`src/hdl/cosp_pkg.sv`:
```
// Shared constants and types for the clock output stop and power-down control
package cosp_pkg;

    // System clock
    localparam real CLK_PERIOD_NS = 8.0;

    // Longest power-up latency, in milliseconds, and its cycle count (rounded down)
    localparam real PWRUP_MAX_MS = 1.8;
    localparam int PWRUP_MAX_CYC = $rtoi(PWRUP_MAX_MS * 1000000.0 / CLK_PERIOD_NS);

    // Rising edges of a complement clock on which a stop request must be seen
    localparam logic [1:0] SAMPLE_EDGES = 2'h2;

    // Default output counts
    localparam int N_CPU_DEF = 2;
    localparam int N_SRC_DEF = 3;
    localparam int N_PCI_DEF = 1;
    localparam int N_FREE_RUNNING_PCI_CLOCK_DEF = 1;

    // Control sequence
    typedef enum logic [2:0] {
        ST_WAIT_PG,
        ST_WAKE,
        ST_RUN,
        ST_PD_STOP,
        ST_PD_OFF
    } cosp_state_t;

endpackage : cosp_pkg

```
`src/hdl/cosp_ctrl.sv`:
```
// Clock output stop, park, restart and power-down sequencing
`timescale 1ns/10ps
`default_nettype none

module cosp_ctrl #(
    parameter int N_CPU = cosp_pkg::N_CPU_DEF,
    parameter int N_SRC = cosp_pkg::N_SRC_DEF,
    parameter int N_PCI = cosp_pkg::N_PCI_DEF,
    parameter int N_FREE_RUNNING_PCI_CLOCK = cosp_pkg::N_FREE_RUNNING_PCI_CLOCK_DEF,
    parameter int PWRUP_CYC = cosp_pkg::PWRUP_MAX_CYC
) (
    input wire logic i_clk_sys,
    input wire logic i_resetn,
    input wire logic i_power_good_strobe,
    input wire logic i_cpu_clock_stop_n,
    input wire logic i_pci_refclk_stop_n,
    input wire logic i_cpu_clk,
    input wire logic i_src_clk,
    input wire logic i_pci_clk,
    input wire logic i_pll_locked,
    input wire logic [N_CPU-1:0] i_cpu_stoppable,
    input wire logic [N_SRC-1:0] i_src_stoppable,
    input wire logic [N_FREE_RUNNING_PCI_CLOCK-1:0] i_free_running_pci_clock_stoppable,
    output logic [N_CPU-1:0] o_cpu_clock_true,
    output logic [N_CPU-1:0] o_cpu_clock_complement,
    output logic [N_SRC-1:0] o_pcie_reference_clock_true,
    output logic [N_SRC-1:0] o_pcie_reference_clock_complement,
    output logic [N_PCI-1:0] o_pci_clock,
    output logic [N_FREE_RUNNING_PCI_CLOCK-1:0] o_free_running_pci_clock,
    output logic o_diff_oe,
    output logic o_synth_enable,
    output logic o_inputs_valid,
    output logic o_powerup_late,
    output logic o_clocks_running
);

    localparam int TW = $clog2(PWRUP_CYC + 1);

    generate
        if (N_CPU < 1) begin : g_chk_cpu
            $error("cosp_ctrl: N_CPU must be at least 1");
        end
        if (N_SRC < 1) begin : g_chk_src
            $error("cosp_ctrl: N_SRC must be at least 1");
        end
        if (N_PCI < 1) begin : g_chk_pci
            $error("cosp_ctrl: N_PCI must be at least 1");
        end
        if (N_FREE_RUNNING_PCI_CLOCK < 1) begin : g_chk_free_running_pci_clock
            $error("cosp_ctrl: N_FREE_RUNNING_PCI_CLOCK must be at least 1");
        end
        if (PWRUP_CYC < 2) begin : g_chk_tmr
            $error("cosp_ctrl: PWRUP_CYC must be at least 2");
        end
        if (PWRUP_CYC > cosp_pkg::PWRUP_MAX_CYC) begin : g_chk_tmr_max
            $error("cosp_ctrl: PWRUP_CYC exceeds the power-up latency limit");
        end
    endgenerate

    typedef struct packed {
        cosp_pkg::cosp_state_t state;
        logic pd_s1;
        logic pd_s2;
        logic cs_s1;
        logic cs_s2;
        logic ps_s1;
        logic ps_s2;
        logic cpu_prev;
        logic src_prev;
        logic pci_prev;
        logic [1:0] pd_cnt;
        logic [1:0] cs_cnt;
        logic [1:0] ss_cnt;
        logic cpu_stop;
        logic src_stop;
        logic pci_stop;
        logic [N_CPU-1:0] cpu_hold;
        logic cpu_off;
        logic [N_SRC-1:0] src_hold;
        logic src_off;
        logic pci_off;
        logic [N_FREE_RUNNING_PCI_CLOCK-1:0] free_running_pci_clock_off;
        logic [N_CPU-1:0] cpu_t;
        logic [N_CPU-1:0] cpu_c;
        logic [N_SRC-1:0] src_t;
        logic [N_SRC-1:0] src_c;
        logic [N_PCI-1:0] pci_o;
        logic [N_FREE_RUNNING_PCI_CLOCK-1:0] free_running_pci_clock_o;
        logic synth_en;
        logic diff_oe;
        logic valid;
        logic late;
        logic [TW-1:0] tmr;
    } cosp_regs_t;

    // Reset: outputs forced low, stop synchronisers at their idle high level
    localparam cosp_regs_t RST_VAL = '{
        state: cosp_pkg::ST_WAIT_PG,
        pd_s1: 1'b0,
        pd_s2: 1'b0,
        cs_s1: 1'b1,
        cs_s2: 1'b1,
        ps_s1: 1'b1,
        ps_s2: 1'b1,
        cpu_prev: 1'b0,
        src_prev: 1'b0,
        pci_prev: 1'b0,
        pd_cnt: 2'h0,
        cs_cnt: 2'h0,
        ss_cnt: 2'h0,
        cpu_stop: 1'b0,
        src_stop: 1'b0,
        pci_stop: 1'b0,
        cpu_hold: '0,
        cpu_off: 1'b1,
        src_hold: '0,
        src_off: 1'b1,
        pci_off: 1'b1,
        free_running_pci_clock_off: '1,
        cpu_t: '0,
        cpu_c: '0,
        src_t: '0,
        src_c: '0,
        pci_o: '0,
        free_running_pci_clock_o: '0,
        synth_en: 1'b0,
        diff_oe: 1'b0,
        valid: 1'b0,
        late: 1'b0,
        tmr: '0
    };

    cosp_regs_t r_r;
    cosp_regs_t r_nxt;

    // Edge detectors on the raw synthesizer clocks
    function automatic logic fell_edge(input logic prev, input logic cur);
        return prev & ~cur;
    endfunction : fell_edge

    function automatic logic rose_edge(input logic prev, input logic cur);
        return ~prev & cur;
    endfunction : rose_edge

    // One differential leg: a parked leg holds, a forced-off leg stays low
    function automatic logic pair_true(input logic off, input logic hold, input logic clk);
        return ~off & (hold | clk);
    endfunction : pair_true

    function automatic logic pair_comp(input logic off, input logic hold, input logic clk);
        return ~off & ~(hold | clk);
    endfunction : pair_comp

    // Counts consecutive complement rising edges while a request stays low
    function automatic logic [1:0] cnt_step(input logic [1:0] cnt, input logic edge_seen,
                                            input logic active);
        logic [1:0] res;
        res = cnt;
        if (!active) begin
            res = 2'h0;
        end else if (edge_seen && cnt < cosp_pkg::SAMPLE_EDGES) begin
            res = cnt + 2'h1;
        end
        return res;
    endfunction : cnt_step

    logic cpu_fall;
    logic src_fall;
    logic pci_rise;
    logic run;
    logic all_low;

    always_comb begin
        r_nxt = r_r;
        // Two-stage synchronisers for the pins
        r_nxt.pd_s1 = i_power_good_strobe;
        r_nxt.pd_s2 = r_r.pd_s1;
        r_nxt.cs_s1 = i_cpu_clock_stop_n;
        r_nxt.cs_s2 = r_r.cs_s1;
        r_nxt.ps_s1 = i_pci_refclk_stop_n;
        r_nxt.ps_s2 = r_r.ps_s1;
        r_nxt.cpu_prev = i_cpu_clk;
        r_nxt.src_prev = i_src_clk;
        r_nxt.pci_prev = i_pci_clk;
        r_nxt.valid = 1'b0;
        // Complement rises when the true phase falls
        cpu_fall = fell_edge(r_r.cpu_prev, i_cpu_clk);
        src_fall = fell_edge(r_r.src_prev, i_src_clk);
        pci_rise = rose_edge(r_r.pci_prev, i_pci_clk);
        run = (r_r.state == cosp_pkg::ST_RUN);

        r_nxt.pd_cnt = cnt_step(r_r.pd_cnt, cpu_fall, ~r_r.pd_s2 & run);
        r_nxt.cs_cnt = cnt_step(r_r.cs_cnt, cpu_fall, ~r_r.cs_s2);
        r_nxt.ss_cnt = cnt_step(r_r.ss_cnt, src_fall, ~r_r.ps_s2);
        r_nxt.cpu_stop = (r_r.cs_cnt == cosp_pkg::SAMPLE_EDGES);
        r_nxt.src_stop = (r_r.ss_cnt == cosp_pkg::SAMPLE_EDGES);
        if (r_r.ps_s2) begin
            r_nxt.pci_stop = 1'b0;
        end else if (pci_rise) begin
            r_nxt.pci_stop = 1'b1;
        end

        // Park and release only while the true phase is high
        if (i_cpu_clk) begin
            r_nxt.cpu_hold = {N_CPU{r_r.cpu_stop}} & i_cpu_stoppable;
        end
        if (i_src_clk) begin
            r_nxt.src_hold = {N_SRC{r_r.src_stop}} & i_src_stoppable;
        end
        // Force low or release only while the phase is low, except in ST_PD_OFF, which forces every output low at once
        if (!i_cpu_clk) begin
            r_nxt.cpu_off = ~run;
        end
        if (!i_src_clk) begin
            r_nxt.src_off = ~run;
        end
        if (!i_pci_clk) begin
            r_nxt.pci_off = ~run | r_r.pci_stop;
            r_nxt.free_running_pci_clock_off = {N_FREE_RUNNING_PCI_CLOCK{~run}} | ({N_FREE_RUNNING_PCI_CLOCK{r_r.pci_stop}} & i_free_running_pci_clock_stoppable);
        end
        if (r_r.state == cosp_pkg::ST_PD_OFF) begin
            r_nxt.cpu_off = 1'b1;
            r_nxt.src_off = 1'b1;
            r_nxt.pci_off = 1'b1;
            r_nxt.free_running_pci_clock_off = '1;
        end

        // Output stage
        // Pair legs
        for (int k = 0; k < N_CPU; k++) begin
            r_nxt.cpu_t[k] = pair_true(r_r.cpu_off, r_r.cpu_hold[k], i_cpu_clk);
            r_nxt.cpu_c[k] = pair_comp(r_r.cpu_off, r_r.cpu_hold[k], i_cpu_clk);
        end
        for (int k = 0; k < N_SRC; k++) begin
            r_nxt.src_t[k] = pair_true(r_r.src_off, r_r.src_hold[k], i_src_clk);
            r_nxt.src_c[k] = pair_comp(r_r.src_off, r_r.src_hold[k], i_src_clk);
        end
        r_nxt.pci_o = {N_PCI{~r_r.pci_off & i_pci_clk}};
        r_nxt.free_running_pci_clock_o = ~r_r.free_running_pci_clock_off & {N_FREE_RUNNING_PCI_CLOCK{i_pci_clk}};

        all_low = r_r.cpu_off & r_r.src_off & r_r.pci_off & (&r_r.free_running_pci_clock_off);

        case (r_r.state)
            cosp_pkg::ST_WAIT_PG: begin
                r_nxt.synth_en = 1'b0;
                r_nxt.diff_oe = 1'b0;
                if (r_r.pd_s2) begin
                    r_nxt.valid = 1'b1;
                    r_nxt.tmr = '0;
                    r_nxt.late = 1'b0;
                    r_nxt.state = cosp_pkg::ST_WAKE;
                end
            end
            cosp_pkg::ST_WAKE: begin
                r_nxt.synth_en = 1'b1;
                r_nxt.diff_oe = 1'b1;
                if (r_r.tmr < TW'(PWRUP_CYC)) begin
                    r_nxt.tmr = r_r.tmr + TW'(1);
                end
                if (r_r.tmr == TW'(PWRUP_CYC - 1)) begin
                    r_nxt.late = 1'b1;
                end
                if (!r_r.pd_s2) begin
                    r_nxt.state = cosp_pkg::ST_PD_STOP;
                end else if (i_pll_locked) begin
                    r_nxt.state = cosp_pkg::ST_RUN;
                end
            end
            cosp_pkg::ST_RUN: begin
                r_nxt.synth_en = 1'b1;
                r_nxt.diff_oe = 1'b1;
                if (r_r.pd_cnt == cosp_pkg::SAMPLE_EDGES) begin
                    r_nxt.state = cosp_pkg::ST_PD_STOP;
                end
            end
            cosp_pkg::ST_PD_STOP: begin
                r_nxt.synth_en = 1'b1;
                r_nxt.diff_oe = 1'b1;
                if (all_low || !i_pll_locked) begin
                    r_nxt.state = cosp_pkg::ST_PD_OFF;
                end
            end
            cosp_pkg::ST_PD_OFF: begin
                r_nxt.synth_en = 1'b0;
                r_nxt.diff_oe = 1'b0;
                if (r_r.pd_s2) begin
                    r_nxt.tmr = '0;
                    r_nxt.late = 1'b0;
                    r_nxt.state = cosp_pkg::ST_WAKE;
                end
            end
            default: begin
                r_nxt.state = cosp_pkg::ST_WAIT_PG;
            end
        endcase
    end

    always_ff @(posedge i_clk_sys or negedge i_resetn) begin
        if (!i_resetn) begin
            r_r <= RST_VAL;
        end else begin
            r_r <= r_nxt;
        end
    end

    assign o_cpu_clock_true = r_r.cpu_t;
    assign o_cpu_clock_complement = r_r.cpu_c;
    assign o_pcie_reference_clock_true = r_r.src_t;
    assign o_pcie_reference_clock_complement = r_r.src_c;
    assign o_pci_clock = r_r.pci_o;
    assign o_free_running_pci_clock = r_r.free_running_pci_clock_o;
    assign o_diff_oe = r_r.diff_oe;
    assign o_synth_enable = r_r.synth_en;
    assign o_inputs_valid = r_r.valid;
    assign o_powerup_late = r_r.late;
    assign o_clocks_running = (r_r.state == cosp_pkg::ST_RUN);

endmodule : cosp_ctrl

`default_nettype wire

```
`config.mk`:
```
export PLATFORM = sky130hd
export DESIGN_NAME = cosp_ctrl
export DESIGN_NICKNAME = d
export VERILOG_FILES = /design/src/hdl/cosp_pkg.sv /design/src/hdl/cosp_ctrl.sv
export SDC_FILE = /design/constraint.sdc
export NUM_CORES = 1
export LEC_CHECK = 0
export ABC_AREA = 1
export BUFFER_PORTS_ARGS = -buffer_cell sky130_fd_sc_hd__buf_4
export CAP_MARGIN = 15
export CELL_PAD_IN_SITES_DETAIL_PLACEMENT = 2
export CELL_PAD_IN_SITES_GLOBAL_PLACEMENT = 2
export CORE_MARGIN = 2
export CORE_UTILIZATION = 35
export DETAILED_ROUTE_END_ITERATION = 8
export HOLD_SLACK_MARGIN = 0.15
export PLACE_DENSITY_LB_ADDON = 0.05
export RECOVER_POWER = 100
export SLEW_MARGIN = 10
export SYNTH_ARGS = -nofsm -noshare
export SYNTH_HDL_FRONTEND = slang
export SYNTH_SLANG_ARGS = --single-unit
```
`constraint.sdc`:
```
create_clock -name i_clk_sys -period 2 [get_ports i_clk_sys]
set_clock_uncertainty 0.15 [all_clocks]
set_input_delay 0.4 -clock i_clk_sys [delete_from_list [all_inputs] [get_ports i_clk_sys]]
set_output_delay 0.4 -clock i_clk_sys [all_outputs]
set_load 0.01 [all_outputs]
```
## After elaboration in Yosys (flattened, before gate mapping)

Index checks and enable logic that the tools add are counted.

- Flip-flop bits (word level): 64
- Input bits: 15
- Output and inout bits: 17
- Logic and storage cells: 146

- $add $sub $neg: 4
- Order comparisons: 4
- Eq/ne operators: 20
- Mux-type cells: 26
- Bitwise logic cells: 43
- Reductions and logical operators: 16

Operators with widths:

| cell | count |
|---|---|
| $pmux W19 S3 | 1 |
| $and A1 B1 Y1 | 20 |
| $mux W20 | 1 |
| $mux W19 | 1 |
| $add A18 B1 Y18 const B | 1 |
| $eq A18 B18 Y1 const B | 1 |
| $lt A18 B18 Y1 const B | 1 |
| $mux W18 | 1 |
| $mux W3 | 6 |
| $mux W2 | 7 |
| $not A1 Y1 | 14 |
| $ne A2 B1 Y1 const B | 6 |
| $pmux W3 S4 | 1 |
| $reduce_and A4 Y1 | 3 |
| $ne A2 B2 Y1 const B | 5 |
| $reduce_bool A2 Y1 | 4 |
| $mux W1 | 7 |
| $or A1 B1 Y1 | 7 |
| $add A2 B1 Y2 const B | 3 |
| $eq A2 B2 Y1 const B | 3 |
| $eq A3 B2 Y1 const B | 2 |
| $lt A2 B2 Y1 const B | 3 |
| $pmux W2 S2 | 1 |
| $and A3 B3 Y3 | 1 |
| 11 further kinds | 13 |

## Logic depth before layout (Yosys ltp)

Gate-level depths: netlist (run 1).

- Word-level depth: 6
- Mapped depth: 11
- Depth with buffers taken out: 10

## Worst setup path after synthesis (run 1)

OpenSTA, ideal clock, no wires.

- Path kind: reg2reg
- Start: reg r_r[62] (netlist bit)
- End: reg r_r[15] (netlist bit)
- Data arrival time: 1.278 ns
- Data required time: 1.732 ns
- Path slack: 0.454 ns
- Stages on the path, launching flop included: 12
- Buffers on the path: 1
- Cells stage by stage: dfrtp_1 nor2_2 nand2_2 nand2_1 nand2_1 clkinv_1 nand2_2 nand2_4 inv_8 buf_12 nand2_1 nand2_1

- Cells in the longest elaborated chain, start to end: 3

RTL lines:

| item | line | text |
|---|---|---|
| start, declared | cosp_ctrl.sv:133 | `cosp_regs_t r_r;` |
| start signal, assigned | cosp_ctrl.sv:302 | `r_r <= r_nxt;` |
| $eq A3 B1 Y1 (tied with other cells) | cosp_ctrl.sv:243 | `case (r_r.state)` |
| $ne A2 B2 Y1 (no source line) / $reduce_bool A3 Y1 (equally long branches) | -- |  |
| $reduce_and A4 Y1 (no source line) | -- |  |

Parallel ways exist; a longest one is shown, timed or not.
A chain may end at the register's enable or synchronous reset.

## Worst setup path in the final report (run 1)

- Start: reg r_r[63] (netlist bit)
- End: out o_clocks_running

- Cells in the longest elaborated chain, start to end: 1

RTL lines:

| item | line | text |
|---|---|---|
| $eq A3 B2 Y1 | cosp_ctrl.sv:316 | `assign o_clocks_running = (r_r.state == cosp_pkg::ST_RUN);` |
| end, declared | cosp_ctrl.sv:34 | `output logic o_clocks_running` |

Every way passes these cells.

==> impl_metrics.json, run 1 <==
{
  "placed_cells": 480,
  "grt_pass1_wl_um": 13300,
  "nets": 417,
  "synth_xor_area_share_pct": 1.47,
  "synth_cell_types": 32,
  "peakVddDrop_uv": 497,
  "clock-sinks": 63,
  "met3_length_um": 165,
  "numCtsBuffers": 9,
  "area_delta_synth_final_pct": 18.6,
  "m1WireLength_um": 3690,
  "dieHeight_um": 96.1,
  "synthSimpleGateAreaFrac_pct": 26.8,
  "path_clk_slew_ns": 0.08,
  "fp.dieW_um": 96.1,
  "layout_commonest_cell": "nand2_1",
  "antenna_cells": 0,
  "max_stage_delay_ns": 0.39,
  "drive_gt1_share_pct": 13.6,
  "wire_per_inst_um": 15.4,
  "synth_area_per_cell_um2": 8.36,
  "yosysSeqAreaShare_pct": 53.4,
  "finalSetupViolations": 0,
  "antenna_left": 0,
  "seq_power_share_pct": 43.5,
  "worst-path-buf-inv": 3,
  "yosysWarnings": 0,
  "cap_viol_max_count": 0,
  "rows": 33,
  "synthCells": 355,
  "power_frac_clock_pct": 30.0,
  "syn_nets": 374,
  "worst-path-max-fanout": 6,
  "max_slew_margin_pct": 43.3,
  "combPwrFrac_pct": 26.5,
  "finalHoldViolCount": 0,
  "cp.required_ns": 1.45,
  "clockBufferDepth": 2,
  "ctsRootBufferMaster": "clkbuf_8",
  "worstHoldPathType": "flip-flop to flip-flop",
  "status": "finished, final reports clean",
  "core-area_um2": 8220,
  "grt_max_degree": 30,
  "fin_crit_sh_pct": 93.3,
  "post-dp-hpwl_um": 5620,
  "fmax_ghz": 0.536,
  "power_leakage_nw": 1.62,
  "crit_path_end_kind": "output port",
  "netlist.area_leader.share_pct": 46.4,
  "viasPerCell": 4.81,
  "worstSetupPathType": "flip-flop to output port",
  "maxSlewViolCount": 0,
  "tritoncts": "yes",
  "grt_usage_pct": 19.3,
  "synthTopCellsByArea": "dfrtp_1, nand2_1, nor2_1",
  "switchingPower_mw": 1.40,
  "insertion_delay_ns": 0.35,
  "path_cells": "inv_1 -> nand3_2 -> inv_2 -> buf_4",
  "antenna_found_initial": 0,
  "tightest_slew_ns": 0.850,
  "num_io_pins": 32,
  "crit_family": "buffers and inverters",
  "worstPathArrival_ns": 1.32,
  "synthAdderAreaFrac_pct": 1.69,
  "fin_crit_ns": 1.87,
  "power_density_nw_per_um2": 1070,
  "switching_share_pct": 37.1,
  "portBuffers": 31,
  "r2r_slack_ns": 0.20,
  "instances_no_fill": 508,
  "synth_top_family_by_area": "simple AND/OR/NAND/NOR gates",
  "drc": 0,
  "cts_max_level": 3,
  "grt_pass1_vias": 2665,
  "yosysTopAreaCell": "dfrtp_1",
  "gp_congestion": 0.751,
  "cp_slowest_cell": "dfrtp_1",
  "wl_um": 7840,
  "drtPass1Iterations": 4,
  "cp-start-kind": "flip-flop",
  "synth_compound_area_share_pct": 7.21,
  "synth-seq-cells": 63,
  "die_area_um2": 9240,
  "vias": 2442,
  "place_area_um2": 3260,
  "met2_length_um": 3870,
  "drt_iter0_markers": 66,
  "final_cell_area_um2": 3520,
  "final_cell_mix": "nand2_1, nor2_1, dfrtp_1",
  "initial_utilization_pct": 36.1,
  "synth_mux_area_share_pct": 0,
  "p_int_mw": 2.37,
  "maxUsedRoutingLayer": "met4",
  "mappedNetlistArea_um2": 2970,
  "gr-total-overflow": 0
}
==> Yosys cell counts <==
library cell / n
inv_8: 1
clkinv_1: 1
nand2_2: 3
o21ai_0: 7
inv_2: 2
or2_2: 1
nor3_1: 9
o21ai_2: 4
o31ai_1: 1
a31oi_1: 2
buf_6: 1
nor3b_1: 2
buf_4: 11
ha_1: 4
o21bai_1: 2
o22ai_1: 1
clkbuf_1: 4
xor2_1: 5
o21ai_1: 4
o211ai_1: 1
a21oi_1: 15
nor2_2: 1
dfstp_2: 8
nand3_1: 21
nand2_4: 1
buf_12: 1
inv_1: 34
dfrtp_1: 55
nor2_1: 63
nand3b_1: 1
nand4_1: 4
nand2_1: 85
==> layout make-up <==
| type | instances | area [µm²] |
|---|---|---|
| well taps | 105 | 131 |
| multi-input cells | 237 | 1120 |
| clock inverters | 6 | 68.8 |
| flip-flops and latches | 63 | 1590 |
| clock buffers | 10 | 128 |
| repair buffers | 49 | 335 |
| inverters | 38 | 150 |
| fillers | 963 | 4690 |
==> flip-flops by register name, summed over array words and instances, names as in the netlist <==
| register | flops |
|---|---|
| r_r | 45 |
| o_pcie_reference_clock_complement | 3 |
| o_pcie_reference_clock_true | 3 |
| r_nxt | 3 |
| o_cpu_clock_complement | 2 |
| o_cpu_clock_true | 2 |
| o_free_running_pci_clock | 1 |
| o_inputs_valid | 1 |
| o_pci_clock | 1 |
| o_powerup_late | 1 |
| o_synth_enable | 1 |
==> per-stage QoR <==
step	worst slack [ns]	util, %	power, mW	hold WS (ns)	setup TNS [ns]
5_1_grt	-0.00735	42.9	4.04	0.214	-0.00735
3_5_place_dp	0.148	39.7	2.70	0.121	0
4_1_cts	0.0871	43.6	3.88	0.187	0
6_report	0.135	42.9	3.77	0.209	0
3_3_place_gp	0.199	39.7	2.65	0.116	0
2_1_floorplan	0.454	-	2.41	-0.0456	0
==> path summary, 6_finish.rpt <==
check                                from                              endpoint  cells past startpoint
max in group asynchronous        i_resetn                               r_r[40]                      3
worst min register to register  r_nxt[55]                               r_r[55]                      0
worst min-delay path            r_nxt[55]                               r_r[55]                      0
worst max register to register     r_r[5]                               r_r[17]                      8
min in group asynchronous        i_resetn  o_pcie_reference_clock_complement[1]                      2
worst max-delay path              r_r[63]                      o_clocks_running                      4
==> layer usage <==
layer  GRT usage [%]  vias up
li1                -     1197
met1            24.8     1210
met5               0        -
met2            32.1       26
met3            3.05        9
met4            8.21        0
==> cells by family (layout without fill, tap and decap cells) <==
kind of cell,after synthesis,count (layout)
compound gates,37,37
xor+xnor,5,5
fa+ha+maj,4,4
buf+inv,55,103
flops,63,63
simple gates,191,191
==> worst reg2reg max path, cell delays in order, from the launching register on <==
cell and delay (ns):
dfrtp_1 0.45, nand2_1 0.15, nor2_1 0.17, nand2_1 0.09, nor2_1 0.23, nand2_1 0.15, nor2_1 0.16, nand2_1 0.08
a21oi_1 0.12
==> repair_timing <==
item                       4_1_cts  5_1_grt
buffers inserted                 0        0
hold endpoints to repair        73        0
setup endpoints to repair        1       13
pin swaps                        0        0
hold buffers                    12        0
gates resized for setup          2        2
==> power by group through the flow <==
stage | registers (mW) | clock network, mW | logic [mW]
4_1_cts | 1.64 | 1.17 | 1.07
3_5_place_dp | 1.66 | 0 | 1.04
3_3_place_gp | 1.65 | 0 | 1.00
5_1_grt | 1.68 | 1.22 | 1.14
6_report | 1.64 | 1.13 | 1.00
2_1_floorplan | 1.61 | 0 | 0.800
(Power assumes the default switching activity.)
==> run 2: changes to the inputs <==
--- a/config.mk
+++ b/config.mk
@@ -5,7 +5,7 @@
 export SDC_FILE = /design/constraint.sdc
 export NUM_CORES = 1
 export LEC_CHECK = 0
-export ABC_AREA = 1
+export ABC_AREA = 0
 export BUFFER_PORTS_ARGS = -buffer_cell sky130_fd_sc_hd__buf_4
 export CAP_MARGIN = 15
 export CELL_PAD_IN_SITES_DETAIL_PLACEMENT = 2
@@ -16,6 +16,7 @@
 export HOLD_SLACK_MARGIN = 0.15
 export PLACE_DENSITY_LB_ADDON = 0.05
 export RECOVER_POWER = 100
+export SKIP_LAST_GASP = 1
 export SLEW_MARGIN = 10
 export SYNTH_ARGS = -nofsm -noshare
 export SYNTH_HDL_FRONTEND = slang
==> run 2 against run 1 <==
  * The run now ends with setup timing left
  * Synthesized cell count is 19% lower
  * Global-route usage decreased by 0.24 points
  * Via count is 3.0% lower
  * Critical path depth grew 1
  * Non-clock buffer count increased by 32
  * Wire length is 0.15% higher
  * Sequential power hardly changed
  * Cell count decreased by 7.7%
  * First-iteration DRC count down 24%
  * Register-to-register slack got worse by 0.21 ns
  * Largest cell class unchanged
==> impl_metrics.json, run 2 <==
{
  "status": "finished, violations left",
  "violations": "setup timing",
  "worstPathArrival_ns": 1.49,
  "layout_commonest_cell": "dfrtp_1",
  "dp_slack_ns": 0.0478,
  "yosysSeqAreaShare_pct": 54.6,
  "power_leakage_nw": 1.68,
  "portBuffers": 31,
  "max_stage_delay_ns": 0.41,
  "ctsRootBufferMaster": "clkbuf_8",
  "peakVddDrop_uv": 423,
  "final_cell_mix": "dfrtp_1, nor2_1, buf_4",
  "cp-endpoint": "o_clocks_running",
  "grt_pass1_vias": 2589,
  "cap_viol_max_count": 0,
  "finalSetupViolations": 2,
  "synth_top_family_by_area": "simple AND/OR/NAND/NOR gates",
  "synthFlopType": "dfrtp_1",
  "num_io_pins": 32,
  "top_register": "r_r",
  "rsz0062_at_grt": "yes",
  "crit_path_end_kind": "output port",
  "nets": 378,
  "dieHeight_um": 95.1,
  "final_cell_area_um2": 3780,
  "async_flop_share_pct": 100,
  "setup_tns_ns": -0.0491,
  "grt_usage_pct": 19.0,
  "cts_max_level": 3,
  "netlist.area_leader.share_pct": 47.4,
  "wl_um": 7850,
  "place_area_um2": 3380,
  "drive_gt1_share_pct": 26.4,
  "clock-sinks": 63,
  "r2r_start": "r_r[63]",
  "worstHoldPathType": "primary input to flip-flop",
  "core-area_um2": 8130,
  "drc": 0,
  "instances_no_fill": 469,
  "maxSlewViolCount": 0,
  "yosysTopAreaCell": "dfrtp_1",
  "yosysWarnings": 0,
  "fin_crit_sh_pct": 102,
  "clockBufferDepth": 2,
  "numCtsBuffers": 9,
  "initial_utilization_pct": 35.7,
  "placed_cells": 433,
  "synthAdderAreaFrac_pct": 1.72,
  "drt_iter0_markers": 50,
  "synthCells": 286,
  "gr-total-overflow": 0,
  "viasPerCell": 5.05,
  "yosysMostFrequentCell": "dfrtp_1",
  "post-dp-hpwl_um": 5170,
  "insertion_delay_ns": 0.35,
  "rows": 33,
  "vias": 2368,
  "tritoncts": "yes",
  "synthSimpleGateAreaFrac_pct": 22.3,
  "synth_xor_area_share_pct": 2.11,
  "synth-edff-count": 0,
  "synth_compound_area_share_pct": 12.1,
  "cp.required_ns": 1.45,
  "antenna_left": 0,
  "path_clk_slew_ns": 0.07,
  "path_cells": "buf_6 -> or2_4 -> or2_4 -> inv_2 -> buf_6",
  "synthTopCellsByArea": "dfrtp_1, dfstp_2, nor2_1",
  "finalHoldViolCount": 0,
  "yosys-top-cells-count": "dfrtp_1, nor2_1, inv_1, nand3_1",
  "grt_pass1_wl_um": 12900,
  "die_area_um2": 9050,
  "mappedNetlistArea_um2": 2910,
  "max_slew_margin_pct": 58.3,
  "antenna_found_initial": 0,
  "reg2reg_depth": 7,
  "fin_ws_ns": -0.0440,
  "synth_mux_area_share_pct": 0.689,
  "area_delta_synth_final_pct": 30.3,
  "gp_congestion": 0.768,
  "grt_max_degree": 38,
  "r2r_slack_ns": -0.01,
  "worst-path-max-fanout": 3,
  "synth_cell_types": 49,
  "largest_register_ffs": 45,
  "fp.dieW_um": 95.1,
  "cp_slowest_cell": "dfrtp_1",
  "regToRegEndpoint": "r_r[13]",
  "drtPass1Iterations": 4,
  "fmax_ghz": 0.489,
  "syn_nets": 305,
  "synth-seq-cells": 63,
  "critPathLaunch": "r_r[61]",
  "antenna_cells": 0,
  "fin_crit_ns": 2.04,
  "wire_per_inst_um": 16.7,
  "tightest_slew_ns": 0.626,
  "worstSetupPathType": "flip-flop to output port",
  "synth_area_per_cell_um2": 10.2,
  "power_density_nw_per_um2": 1180,
  "cp-start-kind": "flip-flop"
}
==> run 2: logic make-up after synthesis <==
logic type | count (synthesis)
flops | 63
xor+xnor | 7
mux | 2
fa+ha+maj | 4
compound gates | 50
simple gates | 124
buf+inv | 36
==> run 2: timing repair <==
action / in CTS / in global routing
gates resized for setup: 7 / 10
pin swaps: 2 / 1
endpoints found under the setup margin: 1 / 11
endpoints found under the hold margin: 66 / 0
setup buffers: 5 / 5
hold buffers: 10 / 0
==> run 2: cell type report <==
class | count | area (µm²)
tap | 105 | 131
clock inverter | 7 | 145
clock buffer | 9 | 124
sequential | 63 | 1590
fill | 869 | 4350
multi-input combinational | 187 | 1160
inverter | 17 | 63.8
timing repair buffer | 81 | 571
==> run 2: worst min-delay path by stage <==
stage,start,to,cells past startpoint
2_1_floorplan,i_resetn,o_cpu_clock_complement[0],0
3_3_place_gp,i_resetn,o_pcie_reference_clock_complement[1],1
3_5_place_dp,i_resetn,o_pcie_reference_clock_complement[1],1
4_1_cts,i_src_stoppable[0],r_r[37],3
5_1_grt,i_src_stoppable[0],r_r[37],3
6_report,i_src_stoppable[0],r_r[37],3
==> run 2: routing by layer <==
metal / track usage [%] / wire length [µm]
met1: 22.0 / 3290
met2: 33.9 / 4200
met3: 5.45 / 252
met4: 5.80 / 109
met5: 0 / 0
==> run 2: metrics by stage <==
stage / hold WS [ns] / power (mW) / util (%)
2_1_floorplan: -0.0456 / 2.28 / -
3_3_place_gp: 0.0851 / 2.75 / 41.6
3_5_place_dp: 0.0882 / 2.80 / 41.6
4_1_cts: 0.161 / 4.47 / 46.8
5_1_grt: 0.169 / 4.73 / 46.5
6_report: 0.175 / 4.46 / 46.5
==> run 2: critical path, delay by kind of cell (launching register included) <==
kind / cells / cell delay [ns]
buffers and inverters: 3 / 0.27
flip-flops: 1 / 0.41
AND/OR/NAND/NOR: 2 / 0.46
==> run 2: power breakdown <==
| group | internal [mW] | total [mW] | switching, mW |
|---|---|---|---|
| clock network | 0.958 | 1.50 | 0.539 |
| logic | 0.625 | 1.34 | 0.718 |
| registers | 1.47 | 1.62 | 0.144 |
| total | 3.05 | 4.46 | 1.40 |
